`src/design/ips_params.svh`:
```
// Offsets, field positions, reset values and counts for the power-up sequencer
`ifndef IPS_PARAMS_SVH
`define IPS_PARAMS_SVH

`define IPS_CTRL_OFS       8'h00
`define IPS_STAT_OFS       8'h04

`define IPS_CTRL_TERM_LSB  0
`define IPS_CTRL_SRINV_BIT 2
`define IPS_CTRL_DONE_BIT  3

`define IPS_STAT_PHASE_LSB 0
`define IPS_STAT_MODE_LSB  5
`define IPS_STAT_PSEL_BIT  8
`define IPS_STAT_SUP_LSB   9

`define IPS_CTRL_TERM_RST  2'h1
`define IPS_CTRL_SRINV_RST 1'h0

`define IPS_INIT_CYCLES    16

`define IPS_RESP_OKAY      2'h0
`define IPS_RESP_SLVERR    2'h2

`endif

```
`src/design/ips_pkg.sv`:
```
// Types shared by the power-up sequencer files
package ips_pkg;

  typedef enum logic [4:0] {
    IPS_ST_POR     = 5'h01,
    IPS_ST_INIT    = 5'h02,
    IPS_ST_CONFIG  = 5'h04,
    IPS_ST_STARTUP = 5'h08,
    IPS_ST_USER    = 5'h10
  } ips_state_t;

  typedef enum logic [1:0] {
    IPS_TERM_PULLUP   = 2'h0,
    IPS_TERM_PULLDOWN = 2'h1,
    IPS_TERM_FLOAT    = 2'h2
  } ips_term_t;

endpackage

```
`src/design/ips_sync3.sv`:
```
// Three-stage pin synchroniser; output follows once stages two and three agree
module ips_sync3 #(
  parameter int         WIDTH = 1,
  parameter logic [WIDTH-1:0] RST_VAL = '0
) (
  input  wire logic             core_clk,
  input  wire logic             sys_rst,
  input  wire logic [WIDTH-1:0] pin_in,
  output logic      [WIDTH-1:0] sync_out
);

  logic [WIDTH-1:0] s1_r;
  logic [WIDTH-1:0] s2_r;
  logic [WIDTH-1:0] s3_r;

  always_ff @(posedge core_clk) begin
    if (sys_rst) begin
      s1_r     <= RST_VAL;
      s2_r     <= RST_VAL;
      s3_r     <= RST_VAL;
      sync_out <= RST_VAL;
    end else begin
      s1_r <= pin_in;
      s2_r <= s1_r;
      s3_r <= s2_r;
      if (s2_r == s3_r) begin
        sync_out <= s3_r;
      end
    end
  end

endmodule

```
`src/design/ips_sequencer.sv`:
```
// Power-on, configuration and start-up sequencer with AXI4-Lite control
//
// The address map and the AXI4-Lite register port were chosen for this implementation.
`include "ips_params.svh"

module ips_sequencer #(
  parameter int ADDR_W      = 8,
  parameter int INIT_CYCLES = `IPS_INIT_CYCLES
) (
  input  wire logic              core_clk,
  input  wire logic              sys_rst,
  input  wire logic              vccint_ok,
  input  wire logic              vccaux_ok,
  input  wire logic              vcco_bank2_ok,
  input  wire logic              config_pullup_select,
  input  wire logic              mode_select_0,
  input  wire logic              mode_select_1,
  input  wire logic              mode_select_2,
  input  wire logic              bscan_highz_active,
  input  wire logic [ADDR_W-1:0] s_axi_awaddr,
  input  wire logic              s_axi_awvalid,
  output logic                   s_axi_awready,
  input  wire logic [31:0]       s_axi_wdata,
  input  wire logic [3:0]        s_axi_wstrb,
  input  wire logic              s_axi_wvalid,
  output logic                   s_axi_wready,
  output logic [1:0]             s_axi_bresp,
  output logic                   s_axi_bvalid,
  input  wire logic              s_axi_bready,
  input  wire logic [ADDR_W-1:0] s_axi_araddr,
  input  wire logic              s_axi_arvalid,
  output logic                   s_axi_arready,
  output logic [31:0]            s_axi_rdata,
  output logic [1:0]             s_axi_rresp,
  output logic                   s_axi_rvalid,
  input  wire logic              s_axi_rready,
  output logic                   init_complete,
  output logic                   global_set_reset,
  output logic                   global_output_tristate,
  output logic                   global_write_enable,
  output logic                   io_pullup_en,
  output logic                   io_pulldown_en,
  output logic                   unused_pullup_en,
  output logic                   unused_pulldown_en,
  output logic                   select_pin_pull_en,
  output logic                   select_pin_gpio_en,
  output logic                   io_reg_level,
  output logic [2:0]             config_mode
);
  import ips_pkg::*;

  localparam int CNT_W = $clog2(INIT_CYCLES + 1);
  localparam logic [CNT_W-1:0] INIT_LAST = CNT_W'(INIT_CYCLES - 1);

  function automatic logic ofs_hit(input logic [ADDR_W-1:0] addr, input logic [7:0] ofs);
    ofs_hit = (addr[ADDR_W-1:2] == ofs[ADDR_W-1:2]);
  endfunction

  logic [2:0]  supply_s;
  logic        psel_s;
  logic [2:0]  mode_s;
  logic        bscan_s;
  logic        power_good;
  ips_state_t  state_r;
  ips_state_t  state_nxt;
  logic [CNT_W-1:0] init_cnt_r;
  logic [2:0]  mode_r;
  ips_term_t   term_r;
  logic        srinv_r;
  logic        done_req;
  logic        aw_have_r;
  logic        w_have_r;
  logic [ADDR_W-1:0] awaddr_r;
  logic [31:0] wdata_r;
  logic [3:0]  wstrb_r;
  logic        do_write;
  logic        ctrl_wr;
  logic [31:0] rd_val;
  logic        rd_ok;
  logic        user_nxt;
  logic        cfg_phase_nxt;

  // Internal pull-up on the select pin: undriven reads as high
  ips_sync3 #(.WIDTH(1), .RST_VAL(1'b1)) u_sync_psel (
    .core_clk (core_clk),
    .sys_rst  (sys_rst),
    .pin_in   (config_pullup_select),
    .sync_out (psel_s)
  );

  ips_sync3 #(.WIDTH(3), .RST_VAL(3'h0)) u_sync_sup (
    .core_clk (core_clk),
    .sys_rst  (sys_rst),
    .pin_in   ({vcco_bank2_ok, vccaux_ok, vccint_ok}),
    .sync_out (supply_s)
  );

  ips_sync3 #(.WIDTH(3), .RST_VAL(3'h0)) u_sync_mode (
    .core_clk (core_clk),
    .sys_rst  (sys_rst),
    .pin_in   ({mode_select_2, mode_select_1, mode_select_0}),
    .sync_out (mode_s)
  );

  ips_sync3 #(.WIDTH(1), .RST_VAL(1'b0)) u_sync_bscan (
    .core_clk (core_clk),
    .sys_rst  (sys_rst),
    .pin_in   (bscan_highz_active),
    .sync_out (bscan_s)
  );

  assign power_good = &supply_s;
  assign do_write   = aw_have_r && w_have_r && !s_axi_bvalid;
  assign ctrl_wr    = do_write && ofs_hit(awaddr_r, `IPS_CTRL_OFS) && wstrb_r[0];
  assign done_req   = ctrl_wr && wdata_r[`IPS_CTRL_DONE_BIT];

  // Phase order is fixed; loss of any supply restarts from power-on
  always_comb begin
    state_nxt = state_r;
    case (state_r)
      IPS_ST_POR: begin
        if (power_good) begin
          state_nxt = IPS_ST_INIT;
        end
      end
      IPS_ST_INIT: begin
        if (init_cnt_r == INIT_LAST) begin
          state_nxt = IPS_ST_CONFIG;
        end
      end
      IPS_ST_CONFIG: begin
        if (done_req) begin
          state_nxt = IPS_ST_STARTUP;
        end
      end
      IPS_ST_STARTUP: begin
        state_nxt = IPS_ST_USER;
      end
      IPS_ST_USER: begin
        state_nxt = IPS_ST_USER;
      end
      default: begin
        state_nxt = IPS_ST_POR;
      end
    endcase
    if (!power_good) begin
      state_nxt = IPS_ST_POR;
    end
  end

  always_ff @(posedge core_clk) begin
    if (sys_rst) begin
      state_r <= IPS_ST_POR;
    end else begin
      state_r <= state_nxt;
    end
  end

  // Memory initialisation runs as soon as the supplies are good
  always_ff @(posedge core_clk) begin
    if (sys_rst) begin
      init_cnt_r <= '0;
    end else if (state_r == IPS_ST_INIT) begin
      init_cnt_r <= init_cnt_r + CNT_W'(1);
    end else begin
      init_cnt_r <= '0;
    end
  end

  // Mode captured once at the end of initialisation and then frozen
  always_ff @(posedge core_clk) begin
    if (sys_rst) begin
      mode_r <= 3'h0;
    end else if (state_r == IPS_ST_INIT && state_nxt == IPS_ST_CONFIG) begin
      mode_r <= mode_s;
    end
  end

  always_ff @(posedge core_clk) begin
    if (sys_rst) begin
      term_r  <= ips_term_t'(`IPS_CTRL_TERM_RST);
      srinv_r <= `IPS_CTRL_SRINV_RST;
    end else if (ctrl_wr) begin
      if (wdata_r[`IPS_CTRL_TERM_LSB +: 2] != 2'h3) begin
        term_r <= ips_term_t'(wdata_r[`IPS_CTRL_TERM_LSB +: 2]);
      end
      srinv_r <= wdata_r[`IPS_CTRL_SRINV_BIT];
    end
  end

  assign user_nxt      = (state_nxt == IPS_ST_STARTUP) || (state_nxt == IPS_ST_USER);
  assign cfg_phase_nxt = !user_nxt;

  // Global nets registered from the next phase, config_mode from the current phase, so each output is a flop
  always_ff @(posedge core_clk) begin
    if (sys_rst) begin
      init_complete          <= 1'b0;
      global_set_reset       <= 1'b1;
      global_output_tristate <= 1'b1;
      global_write_enable    <= 1'b0;
      io_reg_level           <= 1'b0;
      config_mode            <= 3'h0;
    end else begin
      init_complete          <= (state_nxt != IPS_ST_POR) && (state_nxt != IPS_ST_INIT);
      global_set_reset       <= cfg_phase_nxt;
      global_output_tristate <= cfg_phase_nxt;
      global_write_enable    <= (state_nxt == IPS_ST_USER);
      io_reg_level           <= user_nxt ? (ctrl_wr ? wdata_r[`IPS_CTRL_SRINV_BIT] : srinv_r) : 1'b0;
      config_mode            <= (state_r == IPS_ST_INIT) ? mode_s : mode_r;
    end
  end

  // Pull control; boundary scan forces pull-downs over the I/O and unused-pin pull-ups, but not over the select pin pull
  always_ff @(posedge core_clk) begin
    if (sys_rst) begin
      io_pullup_en       <= 1'b0;
      io_pulldown_en     <= 1'b0;
      unused_pullup_en   <= 1'b0;
      unused_pulldown_en <= 1'b0;
      select_pin_pull_en <= 1'b1;
      select_pin_gpio_en <= 1'b0;
    end else begin
      io_pullup_en       <= cfg_phase_nxt && !psel_s && !bscan_s;
      io_pulldown_en     <= bscan_s;
      unused_pullup_en   <= user_nxt && (term_r == IPS_TERM_PULLUP) && !bscan_s;
      unused_pulldown_en <= bscan_s || (user_nxt && (term_r == IPS_TERM_PULLDOWN));
      select_pin_pull_en <= (state_nxt != IPS_ST_USER);
      select_pin_gpio_en <= (state_nxt == IPS_ST_USER);
    end
  end

  // Write channels taken in either order; response once both are held
  always_ff @(posedge core_clk) begin
    if (sys_rst) begin
      s_axi_awready <= 1'b1;
      aw_have_r     <= 1'b0;
      awaddr_r      <= '0;
    end else if (s_axi_awready && s_axi_awvalid) begin
      s_axi_awready <= 1'b0;
      aw_have_r     <= 1'b1;
      awaddr_r      <= s_axi_awaddr;
    end else if (s_axi_bvalid && s_axi_bready) begin
      s_axi_awready <= 1'b1;
      aw_have_r     <= 1'b0;
    end
  end

  always_ff @(posedge core_clk) begin
    if (sys_rst) begin
      s_axi_wready <= 1'b1;
      w_have_r     <= 1'b0;
      wdata_r      <= 32'h0;
      wstrb_r      <= 4'h0;
    end else if (s_axi_wready && s_axi_wvalid) begin
      s_axi_wready <= 1'b0;
      w_have_r     <= 1'b1;
      wdata_r      <= s_axi_wdata;
      wstrb_r      <= s_axi_wstrb;
    end else if (s_axi_bvalid && s_axi_bready) begin
      s_axi_wready <= 1'b1;
      w_have_r     <= 1'b0;
    end
  end

  always_ff @(posedge core_clk) begin
    if (sys_rst) begin
      s_axi_bvalid <= 1'b0;
      s_axi_bresp  <= `IPS_RESP_OKAY;
    end else if (do_write) begin
      s_axi_bvalid <= 1'b1;
      if (ofs_hit(awaddr_r, `IPS_CTRL_OFS) || ofs_hit(awaddr_r, `IPS_STAT_OFS)) begin
        s_axi_bresp <= `IPS_RESP_OKAY;
      end else begin
        s_axi_bresp <= `IPS_RESP_SLVERR;
      end
    end else if (s_axi_bvalid && s_axi_bready) begin
      s_axi_bvalid <= 1'b0;
    end
  end

  always_comb begin
    rd_val = 32'h0;
    rd_ok  = 1'b1;
    if (ofs_hit(s_axi_araddr, `IPS_CTRL_OFS)) begin
      rd_val[`IPS_CTRL_TERM_LSB +: 2] = term_r;
      rd_val[`IPS_CTRL_SRINV_BIT]     = srinv_r;
    end else if (ofs_hit(s_axi_araddr, `IPS_STAT_OFS)) begin
      rd_val[`IPS_STAT_PHASE_LSB +: 5] = state_r;
      rd_val[`IPS_STAT_MODE_LSB +: 3]  = mode_r;
      rd_val[`IPS_STAT_PSEL_BIT]       = psel_s;
      rd_val[`IPS_STAT_SUP_LSB +: 3]   = supply_s;
    end else begin
      rd_ok = 1'b0;
    end
  end

  always_ff @(posedge core_clk) begin
    if (sys_rst) begin
      s_axi_arready <= 1'b1;
      s_axi_rvalid  <= 1'b0;
      s_axi_rdata   <= 32'h0;
      s_axi_rresp   <= `IPS_RESP_OKAY;
    end else if (s_axi_arready && s_axi_arvalid) begin
      s_axi_arready <= 1'b0;
      s_axi_rvalid  <= 1'b1;
      s_axi_rdata   <= rd_val;
      s_axi_rresp   <= rd_ok ? `IPS_RESP_OKAY : `IPS_RESP_SLVERR;
    end else if (s_axi_rvalid && s_axi_rready) begin
      s_axi_rvalid  <= 1'b0;
      s_axi_arready <= 1'b1;
    end
  end

endmodule

```
`config.mk`:
```
export PLATFORM = sky130hd
export DESIGN_NAME = ips_sequencer
export DESIGN_NICKNAME = d
export VERILOG_FILES = /design/src/design/ips_pkg.sv /design/src/design/ips_sync3.sv /design/src/design/ips_sequencer.sv
export VERILOG_INCLUDE_DIRS = /design/src /design/src/design
export SDC_FILE = /design/constraint.sdc
export NUM_CORES = 1
export LEC_CHECK = 0
export ABC_CLOCK_PERIOD_IN_PS = 2450
export BUFFER_PORTS_ARGS = -buffer_cell sky130_fd_sc_hd__buf_2
export CORE_ASPECT_RATIO = 0.6
export CORE_UTILIZATION = 49
export DETAILED_ROUTE_END_ITERATION = 16
export PLACE_DENSITY = 0.79
export SLEW_MARGIN = 0
export SYNTH_ARGS = -nofsm -noshare
export SYNTH_HDL_FRONTEND = slang
export SYNTH_SLANG_ARGS = --single-unit
```
`constraint.sdc`:
```
create_clock -name core_clk -period 2.45 [get_ports core_clk]
set_input_delay 0.1225 -clock core_clk [delete_from_list [all_inputs] [get_ports core_clk]]
set_output_delay 0.1225 -clock core_clk [all_outputs]
set_load 0.02 [all_outputs]
```
## Yosys cells after proc, flatten, opt, wreduce, memory -nomap -nowiden

Index checks and enable logic that the tools add are counted.

| storage, ports and cells | value |
|---|---|
| output and inout bits | 55 |
| bits in registers | 96 |
| input port bits | 67 |
| logic and storage cells | 127 |

| operators by class | value |
|---|---|
| bitwise gates (word level) | 2 |
| mux-type cells | 24 |
| reduce and logical (&&, ||, !) cells | 36 |
| equality and inequality tests | 20 |
| add/sub/neg operators | 1 |

Operators with widths:

| cell | count |
|---|---|
| $pmux 5 s4 | 1 |
| $logic_and 1x1->1 | 17 |
| $eq 5x4->1 const B | 3 |
| $mux 5 | 3 |
| $mux 1 | 14 |
| $eq 6x1->1 const B | 2 |
| $logic_not 6->1 | 2 |
| $mux 12 | 1 |
| $eq 5x3->1 const B | 2 |
| $eq 5x5->1 const B | 2 |
| $mux 9 | 1 |
| $reduce_bool 2->1 | 4 |
| $eq 3x3->1 | 2 |
| $mux 3 | 2 |
| $reduce_or 2->1 | 3 |
| $add 5x1->5 const B | 1 |
| $eq 5x1->1 const B | 1 |
| $eq 5x2->1 const B | 1 |
| $ne 5x1->1 const B | 1 |
| $ne 5x2->1 const B | 1 |
| $ne 5x5->1 const B | 1 |
| $logic_not 1->1 | 4 |
| $mux 2 | 2 |
| $logic_or 1x1->1 | 3 |
| other kinds (7) | 9 |

## Longest topological paths before layout

Gate-level depths: netlist (run 1).

| depth | value |
|---|---|
| depth after elaboration | 13 |
| mapped depth | 7 |
| depth with buffers taken out | 7 |

## Hierarchy

A second synthesis (run 1) with hierarchy kept.

| unflattened totals | value |
|---|---|
| cells, all modules | 365 |
| area total of the unflattened synthesis | 3482.1 um^2 |

By module, submodules not included:

| module | sequential area each (um^2) | area each (um^2) | times used | cells each |
|---|---|---|---|---|
| ips_sequencer | 1201.2 | 2446.1 | 1 | 271 |
| ips_sync3 (u_sync_mode ...) | 240.2 | 404.1 | 2 | 37 |
| ips_sync3 (u_sync_psel) | 80.1 | 115.1 | 1 | 10 |
| ips_sync3 (u_sync_bscan) | 80.1 | 112.6 | 1 | 10 |

## Worst setup path after synthesis (run 1)

OpenSTA, ideal clock, no wires.

| timing | value |
|---|---|
| path kind | register to register |
| start | reg init_cnt_r[0] |
| end | reg mode_r[0] |
| setup slack | 572 ps |
| clock period less this slack | 1878 ps |
| required time | 2322 ps |
| arrival | 1750 ps |
| setup time | 128 ps |
| buffers on the path | 0 |
| stages on the path, launching flop included | 8 |
| cell sequence | dfxtp_1 -> ha_1 -> and3_1 -> ha_1 -> inv_1 -> nor4b_1 -> mux2i_1 -> nor2_1 |

| between the ends | value |
|---|---|
| longest elaborated chain between the ends | 6 |

Ends and longest elaborated chain:

| element | RTL line | source |
|---|---|---|
| start, declared | ips_sequencer.sv:66 | `logic [CNT_W-1:0] init_cnt_r;` |
| start signal, assigned | ips_sequencer.sv:164 | `init_cnt_r <= init_cnt_r + CNT_W'(1);` |
| $eq 5x4->1 | ips_sequencer.sv:127 | `if (init_cnt_r == INIT_LAST) begin` |
| $mux 5 | ips_sequencer.sv:127 |  |
| $pmux 5 s4 | ips_sequencer.sv:120 | `case (state_r)` |
| $mux 5 | ips_sequencer.sv:146 | `if (!power_good) begin` |
| $eq 5x3->1 | ips_sequencer.sv:174 | `end else if (state_r == IPS_ST_INIT && state_nxt == IPS_ST_CONFIG) begin` |
| $logic_and 1x1->1 | ips_sequencer.sv:174 |  |
| end signal, assigned | ips_sequencer.sv:175 | `mode_r <= mode_s;` |
| end, declared | ips_sequencer.sv:67 | `logic [2:0] mode_r;` |

No other way between the ends.
A chain may end at the register's enable or synchronous reset.

## Worst setup path after layout (run 1)

| timing | value |
|---|---|
| start | reg awaddr_r[4] |
| end | reg global_output_tristate |

| between the ends | value |
|---|---|
| longest elaborated chain between the ends | 10 |
| elaborated cells on any way between the ends | 11 |
| classes of those cells | eq/ne (2); mux (3); reduce/logical (6) |

Ends and longest elaborated chain:

| element | RTL line | source |
|---|---|---|
| start, declared | ips_sequencer.sv:73 | `logic [ADDR_W-1:0] awaddr_r;` |
| start signal, assigned | ips_sequencer.sv:241 | `awaddr_r <= s_axi_awaddr;` |
| $logic_not 6->1 * | ips_sequencer.sv:56 | `ofs_hit = (addr[ADDR_W-1:2] == ofs[ADDR_W-1:2]);` |
| $logic_and 1x1->1 * (2 in a row) | ips_sequencer.sv:114 | `` assign ctrl_wr = do_write && ofs_hit(awaddr_r, `IPS_CTRL_OFS) && wstrb_r[0]; `` |
| $logic_and 1x1->1 * | ips_sequencer.sv:115 | `` assign done_req = ctrl_wr && wdata_r[`IPS_CTRL_DONE_BIT]; `` |
| $mux 5 * | ips_sequencer.sv:132 | `if (done_req) begin` |
| $pmux 5 s4 * | ips_sequencer.sv:120 |  |
| $mux 5 * | ips_sequencer.sv:146 |  |
| $eq 5x4->1 or $eq 5x5->1 (tied branches) | ips_sequencer.sv:191 | `assign user_nxt = (state_nxt == IPS_ST_STARTUP) \|\| (state_nxt == IPS_ST_USER);` |
| $logic_or 1x1->1 * | ips_sequencer.sv:191 |  |
| $logic_not 1->1 * | ips_sequencer.sv:192 | `assign cfg_phase_nxt = !user_nxt;` |
| end signal, assigned | ips_sequencer.sv:206 | `global_output_tristate <= cfg_phase_nxt;` |
| end, declared | ips_sequencer.sv:39 | `output logic global_output_tristate,` |

Mark *: on every way between the ends. The rest lies on a longest branch, timed or not.

==> summary.md, run 1 <==
| Metric | Value |
|---|---|
| Fill cell total of the finished layout | approximately 590 |
| Psw | around 0.00067 W |
| Clk Latency, worst-skew pair | ~0.33 ns |
| Total congestion overflow | 0 |
| Ant diodes | 0 |
| Reg clk slew, reported paths | roughly 0.060 ns |
| Outcome | finished, final reports clean |
| Starting Density | 0.512 |
| Comb pwr share | 0.062 |
| Initial antenna violation count | 0 |
| Synth Instances | roughly 350 |
| Chip height | between 60 and 70 um |
| Minimum clock period | around 2.1 ns |
| Lkg Pwr | 1.75 nW |
| Asr flop ratio synth | 0 |
| Clock skew | about 0.005 ns |
| Met3 GRT Util | 0.0724 |
| Post-layout power | between 0.003 and 0.004 W |
| Total Neg Setup Slack | 0 ns |
| Number of max-cap violations | 0 |
| Vias in the first global route | 2237 |
| Synth cell types | 47 |
| Slew Limit Fails | 0 |
| DP Wirelength | around 4500 um |
| Clock power share | 0.433 |
| Register bit count reported by yosys | 92 |
| Root Driver | clkbuf_16 |
| Worst rel slew slack | 0.518 |
| Int Power | between 0.002 and 0.0025 W |
| Layout cells sized above 1 | 0.225 |
| Max VDD drop | ~0.54 mV |
| Die W | 110 um |
| Final Instance Area | 4110 um2 |
| Post-DRT Antenna Nets | 0 |
| Core area | between 6000 and 7000 um2 |
| Vias per inst | approximately 4.9 |
| Netlist Area Pre-Place | 3450 um2 |
| Flop pwr share | 0.505 |
| DIE AREA | 7390 um2 |
| Met2 Usage GRT | 0.293 |
| Hold crit path type | in -> reg |
| Maximum clock insertion buffer count | 2 |
| Total Nets Final | about 500 |
| RePlAce Congestion | around 0.82 |
| Worst Path Required | 2.66 ns |
| Period utilisation layout | 0.842 |
| Final WL | 6410 um |
| Final Hold Viols | 0 |
| Largest net degree at the start of global routing | 56 |
| Avg WL per Cell | 12.5 um |
| Row count | 23 |
| Post-synth EDFFs | 0 |
| Unrepaired setup endpoints after global routing | no |
| Post-synthesis sequential area ratio | 0.534 |
| Fmax | between 400 and 500 MHz |
| Crit end category | flip-flop |
| Number of I/O pins | approximately 120 |
| Power Density | 754 nW/um2 |
| GRT Total Usage | 0.189 |
| DRC viols | 0 |
| Routed vias | 2537 |
| Synthesis Warnings | 0 |
| PortBufs | 64 |
| Final core occ | 0.610 |
| Number of H-tree levels | 3 |
| P&R area growth vs syn | 19.2% |
| Final setup violation count | 0 |
| Non-Filler Instances | between 500 and 600 |
| GR Util met1 | 0.239 |
| Crit path launch type | flip-flop |
| CTS Buf Count | 9 |
| Worst-Margin Slew | roughly 0.7 ns |
| Ys flop type | dfxtp_1 |
| # Post-CTS Setup Buffers | 0 |
| WP data arrival | between 2 and 2.5 ns |
| First-pass GRT wire length | 10300 um |
| # clock sinks | 92 |
| Drt pass-1 iters | 4 |
| Most used routing layer | met2 |
| Starting DRT DRC Count | 110 |
| Cell Area, Placed | approximately 3700 um2 |
| Dpl cells | around 500 |
| CTS tree | yes |
| Sw frac | 0.216 |
| Worst setup path category | reg -> reg |
| Synthesized area per cell | roughly 10 um2 |
| CP Max Fanout | 7 |
==> cell type report <==
type	instances	area [um2]	share of cell area
inverters	9	33.8	0.00822
repair buffers	74	413	0.100
clock inverters	4	48.8	0.0119
well taps	87	109	0.0265
clock buffers	12	246	0.0600
flip-flops and latches	92	1840	0.448
multi-input cells	236	1420	0.345
==> state kept, by name (all words and copies together) (netlist names), 2 cells and up <==
register / flops
mode_r: 3
awaddr_r: 6
u_sync_sup.s2_r: 3
term_r: 2
s_axi_rdata: 12
u_sync_sup.s1_r: 3
u_sync_sup.s3_r: 3
config_mode: 3
state_r: 5
wdata_r: 4
u_sync_mode.s1_r: 3
u_sync_mode.s2_r: 3
u_sync_mode.s3_r: 3
u_sync_sup.sync_out: 3
init_cnt_r: 5
u_sync_mode.sync_out: 3
==> cell usage in the layout, fill, tap and decap left out, types with 3 or more instances in the layout <==
cell type | synthesis | routed
o21a_1 | 3 | 3
a21oi_1 | 20 | 20
dlygate4sd3_1 | 0 | 7
nor2_1 | 34 | 34
dfxtp_1 | 92 | 92
nor3_1 | 6 | 6
nand2b_1 | 9 | 9
nand2_1 | 22 | 22
nand3_1 | 15 | 15
conb_1 | 1 | 22
nor2b_1 | 23 | 23
buf_2 | 1 | 64
mux2i_1 | 11 | 11
clkbuf_16 | 0 | 9
and3_1 | 4 | 4
xnor2_1 | 6 | 6
a22oi_1 | 12 | 12
or2_2 | 4 | 4
inv_1 | 9 | 9
o21ai_0 | 7 | 7
buf_4 | 24 | 3
xor2_1 | 4 | 4
a21o_1 | 3 | 3
==> logic make-up after synthesis <==
logic type               Yosys count  share of synthesized area
adder cells (fa/ha/maj)            2                    0.00726
AO/OA/AOI/OAI                     58                      0.113
AND/OR/NAND/NOR                  131                      0.203
flip-flops                        92                      0.534
multiplexers                      13                     0.0385
buffers and inverters             47                     0.0777
other                              1                    0.00109
XOR/XNOR                          10                     0.0254
==> power groups by stage <==
stage	registers, W	clock network (W)	logic [W]
after floorplan	0.00160	0	0.000150
after global placement	0.00159	0	0.000180
after detailed placement	0.00160	0	0.000184
after CTS	0.00156	0.00137	0.000192
after global routing	0.00157	0.00146	0.000213
final	0.00156	0.00134	0.000192
==> timing repair <==
item,4_1_cts,5_1_grt
gates resized for setup,0,0
hold endpoints to repair,7,0
hold buffers,7,0
==> worst paths after layout <==
kind | start | to | slack, ns | cells past startpoint
worst min-delay path | vcco_bank2_ok | u_sync_sup.s1_r[2]$_SDFF_PP0_ | 0.03 | 2
worst max register to register | awaddr_r[4]$_SDFFE_PP0P_ | global_output_tristate$_SDFF_PP1_ | 0.39 | 4
worst max-delay path | awaddr_r[4]$_SDFFE_PP0P_ | global_output_tristate$_SDFF_PP1_ | 0.39 | 4
worst min register to register | u_sync_psel.s1_r$_SDFF_PP1_ | u_sync_psel.s2_r$_SDFF_PP1_ | 0.42 | 1
==> through the flow <==
stage | worst slack (ns) | hold slack [ns]
after detailed placement | 0.428 | 0.314
after floorplan | 0.572 | 0.226
final | 0.387 | 0.0297
after global routing | 0.293 | 0.0289
after global placement | 0.442 | 0.311
after CTS | 0.380 | 0.0241
==> synth_stat cells (3+ instances only) <==
master	number	area, um2
buf_1	3	11.3
clkbuf_1	10	37.5
dfxtp_1	92	1840
and3_1	4	25.0
a21o_1	3	22.5
nor3_1	6	30.0
o21a_1	3	22.5
a21oi_1	20	100
nand2b_1	9	56.3
mux2i_1	11	110
o21ai_0	7	35.0
nand3_1	15	75.1
nor2_1	34	128
nand2_1	22	82.6
xnor2_1	6	52.6
nor2b_1	23	144
inv_1	9	33.8
or2_2	4	25.0
buf_4	24	180
a22oi_1	12	90.1
xor2_1	4	35.0
==> per-layer routing <==
layer / wire (um) / share of wire
met5: 0 / 0
met3: 429 / 0.067
met2: 2870 / 0.45
met4: 51 / 0.0080
met1: 3060 / 0.48
==> worst max-delay path, cell delays in order, from the launching register on <==
cell	delay [ns]
dfxtp_1	0.31
or4_4	0.55
nor4_4	0.52
a31oi_4	0.21
or3_1	0.35
Power figures use the tool's default switching activity.
==> run 2, diff against run 1 <==
--- a/config.mk
+++ b/config.mk
@@ -6,7 +6,7 @@
 export SDC_FILE = /design/constraint.sdc
 export NUM_CORES = 1
 export LEC_CHECK = 0
-export ABC_CLOCK_PERIOD_IN_PS = 2450
+export ABC_CLOCK_PERIOD_IN_PS = 1950
 export BUFFER_PORTS_ARGS = -buffer_cell sky130_fd_sc_hd__buf_2
 export CORE_ASPECT_RATIO = 0.6
 export CORE_UTILIZATION = 49
==> constraint.sdc (replaced) <==
create_clock -name core_clk -period 1.95 [get_ports core_clk]
set_input_delay 0.0975 -clock core_clk [delete_from_list [all_inputs] [get_ports core_clk]]
set_output_delay 0.0975 -clock core_clk [all_outputs]
set_load 0.02 [all_outputs]
==> run 2 against run 1 <==
Sequential share of layout area fell by 0.66 points; final cell count rose by 1.4%; sequential power rose by 26%; first-iteration DRC count fell by 17%; cell area rose by 1.5%.
==> summary.md, run 2 (synthesized netlist as in run 1, its figures left out) <==
| Metric | Value |
|---|---|
| Slew Limit Fails | 0 (unchanged) |
| Minimum clock period | 1.86 ns (-0.203 ns) |
| Dpl ws | 0.0831 ns (-0.345 ns) |
| Unrepaired setup endpoints after global routing | no |
| Clock skew | 0.00587 ns (+0.000828 ns) |
| Largest net degree at the start of global routing | 30 (-46%) |
| Total Nets Final | 498 (+1.4%) |
| Hold path cells | 3 (+1) |
| Total congestion overflow | 0 (unchanged) |
| Starting Density | 0.512 (unchanged) |
| Max VDD drop | 0.618 mV (+14%) |
| Worst rel slew slack | 0.555 (+0.0372) |
| Post-layout power | 0.00392 W (+26%) |
| Starting DRT DRC Count | 91 (-17%) |
| Root Driver | clkbuf_16 |
| Crit end category | flip-flop |
| Biggest registers after layout | s_axi_rdata: 12 flops, awaddr_r: 6 flops |
| P&R area growth vs syn | 21.0% |
| Post-DRT Antenna Nets | 0 (unchanged) |
| Final setup violation count | 0 (unchanged) |
| PortBufs | 64 (unchanged) |
| CTS tree | yes |
| Worst-Margin Slew | 0.661 ns (-0.0553 ns) |
| GRT Total Usage | 0.195 (+0.00606) |
| # clock sinks | 92 (unchanged) |
| Die W | 110 um (unchanged) |
| Storage cell area | 1840 um2 (unchanged) |
| Final Hold Viols | 0 (unchanged) |
| Fill cell total of the finished layout | 572 (-2.6%) |
| Register bank with the most flops | s_axi_rdata |
| Most frequent cells in the layout | dfxtp_1 (92), buf_2 (64), nor2_1 (34) |
| Vias in the first global route | 2331 (+4.2%) |
| Power Density | 939 nW/um2 (+25%) |
| # Post-CTS Setup Buffers | 0 (unchanged) |
| Crit-path slowest cell | or4_4 |
| Layout cells sized above 1 | 0.233 (+0.00789) |
| Cell Chain, Critical Path | or4_4, nor4_4, buf_6, a31oi_4, or3_1 |
| Core area | 6730 um2 (unchanged) |
| Hold crit path type | in -> reg |
| CP Max Fanout | 7 (unchanged) |
| Period utilisation layout | 0.954 (+0.112) |
| Drt pass-1 iters | 4 (unchanged) |
| Crit path launch type | flip-flop |
| Lkg Pwr | 1.79 nW (+1.9%) |
| Reg clk slew, reported paths | 0.06 ns (about the same) |
| RePlAce Congestion | 0.830 (+1.4%) |
| Final core occ | 0.619 (+0.00911) |
| Multi-input gate area | 1420 um2 (unchanged) |
| Hold_ws | 0.0195 ns (-0.0102 ns) |
| First-pass GRT wire length | 10600 um (+2.5%) |
| Number of I/O pins | 122 (unchanged) |
| Number of H-tree levels | 3 (unchanged) |
| Number of max-cap violations | 0 (unchanged) |
| Setup ws final | 0.0901 ns (-0.297 ns) |
| Commonest non-fill, non-tap cell in the layout | dfxtp_1 |
| DRC viols | 0 (unchanged) |
| Fmax | 538 MHz (+11%) |
| Outcome | finished, final reports clean |
| Row count | 23 (unchanged) |
| Vias per inst | 4.89 (-0.92%) |
| Final WL | 6640 um (+3.6%) |
| Worst Path Required | 2.16 ns (-0.50 ns) |
| Maximum clock insertion buffer count | 2 (unchanged) |
| Critical path's largest stage delay | 0.55 ns (about the same) |
| WP data arrival | 2.07 ns (-0.20 ns) |
| Total Neg Setup Slack | 0 ns (unchanged) |
| DIE AREA | 7390 um2 (unchanged) |
| DP Wirelength | 4650 um (+4.0%) |
| Routed vias | 2548 (+0.43%) |
| Ant diodes | 0 (unchanged) |
| Chip height | 67.0 um (unchanged) |
| Max FFs per register | 12 (unchanged) |
| Clk Latency, worst-skew pair | 0.33 ns (about the same) |
| CTS Buf Count | 9 (unchanged) |
| R2r worst-path depth | 5 (+1) |
| Avg WL per Cell | 12.7 um (+2.2%) |
| Initial antenna violation count | 0 (unchanged) |
| Worst setup path category | reg -> reg |
-- run 2: changes by cell type in the layout (fill, tap and decap cells not counted), sizes merged --
cell / before / now
dlygate4sd3: 7 / 9
buf: 67 / 72
-- run 2: worst paths after layout --
| check | from | slack [ns] | to |
|---|---|---|---|
| setup / recovery | awaddr_r[4]$_SDFFE_PP0P_ | 0.09 | global_output_tristate$_SDFF_PP1_ |
| hold / removal | s_axi_wdata[0] | 0.02 | wdata_r[0]$_SDFFE_PP0P_ |
| setup reg to reg | awaddr_r[4]$_SDFFE_PP0P_ | 0.09 | global_output_tristate$_SDFF_PP1_ |
| hold reg to reg | u_sync_psel.s1_r$_SDFF_PP1_ | 0.43 | u_sync_psel.s2_r$_SDFF_PP1_ |
-- run 2: worst max-delay path, delay by kind of cell, from the launching register on --
kind                   cells  cell delay [ns]
AOI/OAI and AO/OA          1             0.11
and+or+nand+nor            3             1.16
DFF                        1             0.31
buffers and inverters      1             0.16
-- run 2: report_power, final --
group          switching [W]  internal (W)  leakage, nW
clock network       0.000674       0.00103        0.147
logic               0.000151      0.000101        0.893
registers          0.0000339       0.00193        0.749
total               0.000860       0.00306         1.79
-- run 2: cell type report --
| type | count | area share |
|---|---|---|
| Sequential cell | 92 | 0.442 |
| Multi-Input combinational cell | 236 | 0.340 |
| Timing Repair Buffer | 81 | 0.114 |
| Clock buffer | 12 | 0.0591 |
| Tap cell | 87 | 0.0261 |
| Clock inverter | 4 | 0.0117 |
| Inverter | 9 | 0.00810 |
-- run 2: repair_timing --
item / 4_1_cts / 5_1_grt
endpoints found under the hold margin: 9 / 0
hold buffers: 9 / 0
gates resized for setup: 0 / 1
setup endpoints to repair: 0 / 1
-- run 2: per-stage QoR --
stage               cells  area, um2
finish                521       4170
global route          521       4170
CTS                   521       4170
detailed placement    496       3780
global placement      496       3780
floorplan             375       3530
-- run 2: routing by layer --
| layer | global-route usage | vias to the layer above | share of wire |
|---|---|---|---|
| met5 | 0 | - | 0 |
| met4 | 0.0691 | 0 | 0.0096 |
| met3 | 0.0685 | 7 | 0.066 |
| met2 | 0.321 | 72 | 0.45 |
| met1 | 0.236 | 1167 | 0.47 |
| li1 | - | 1302 | - |
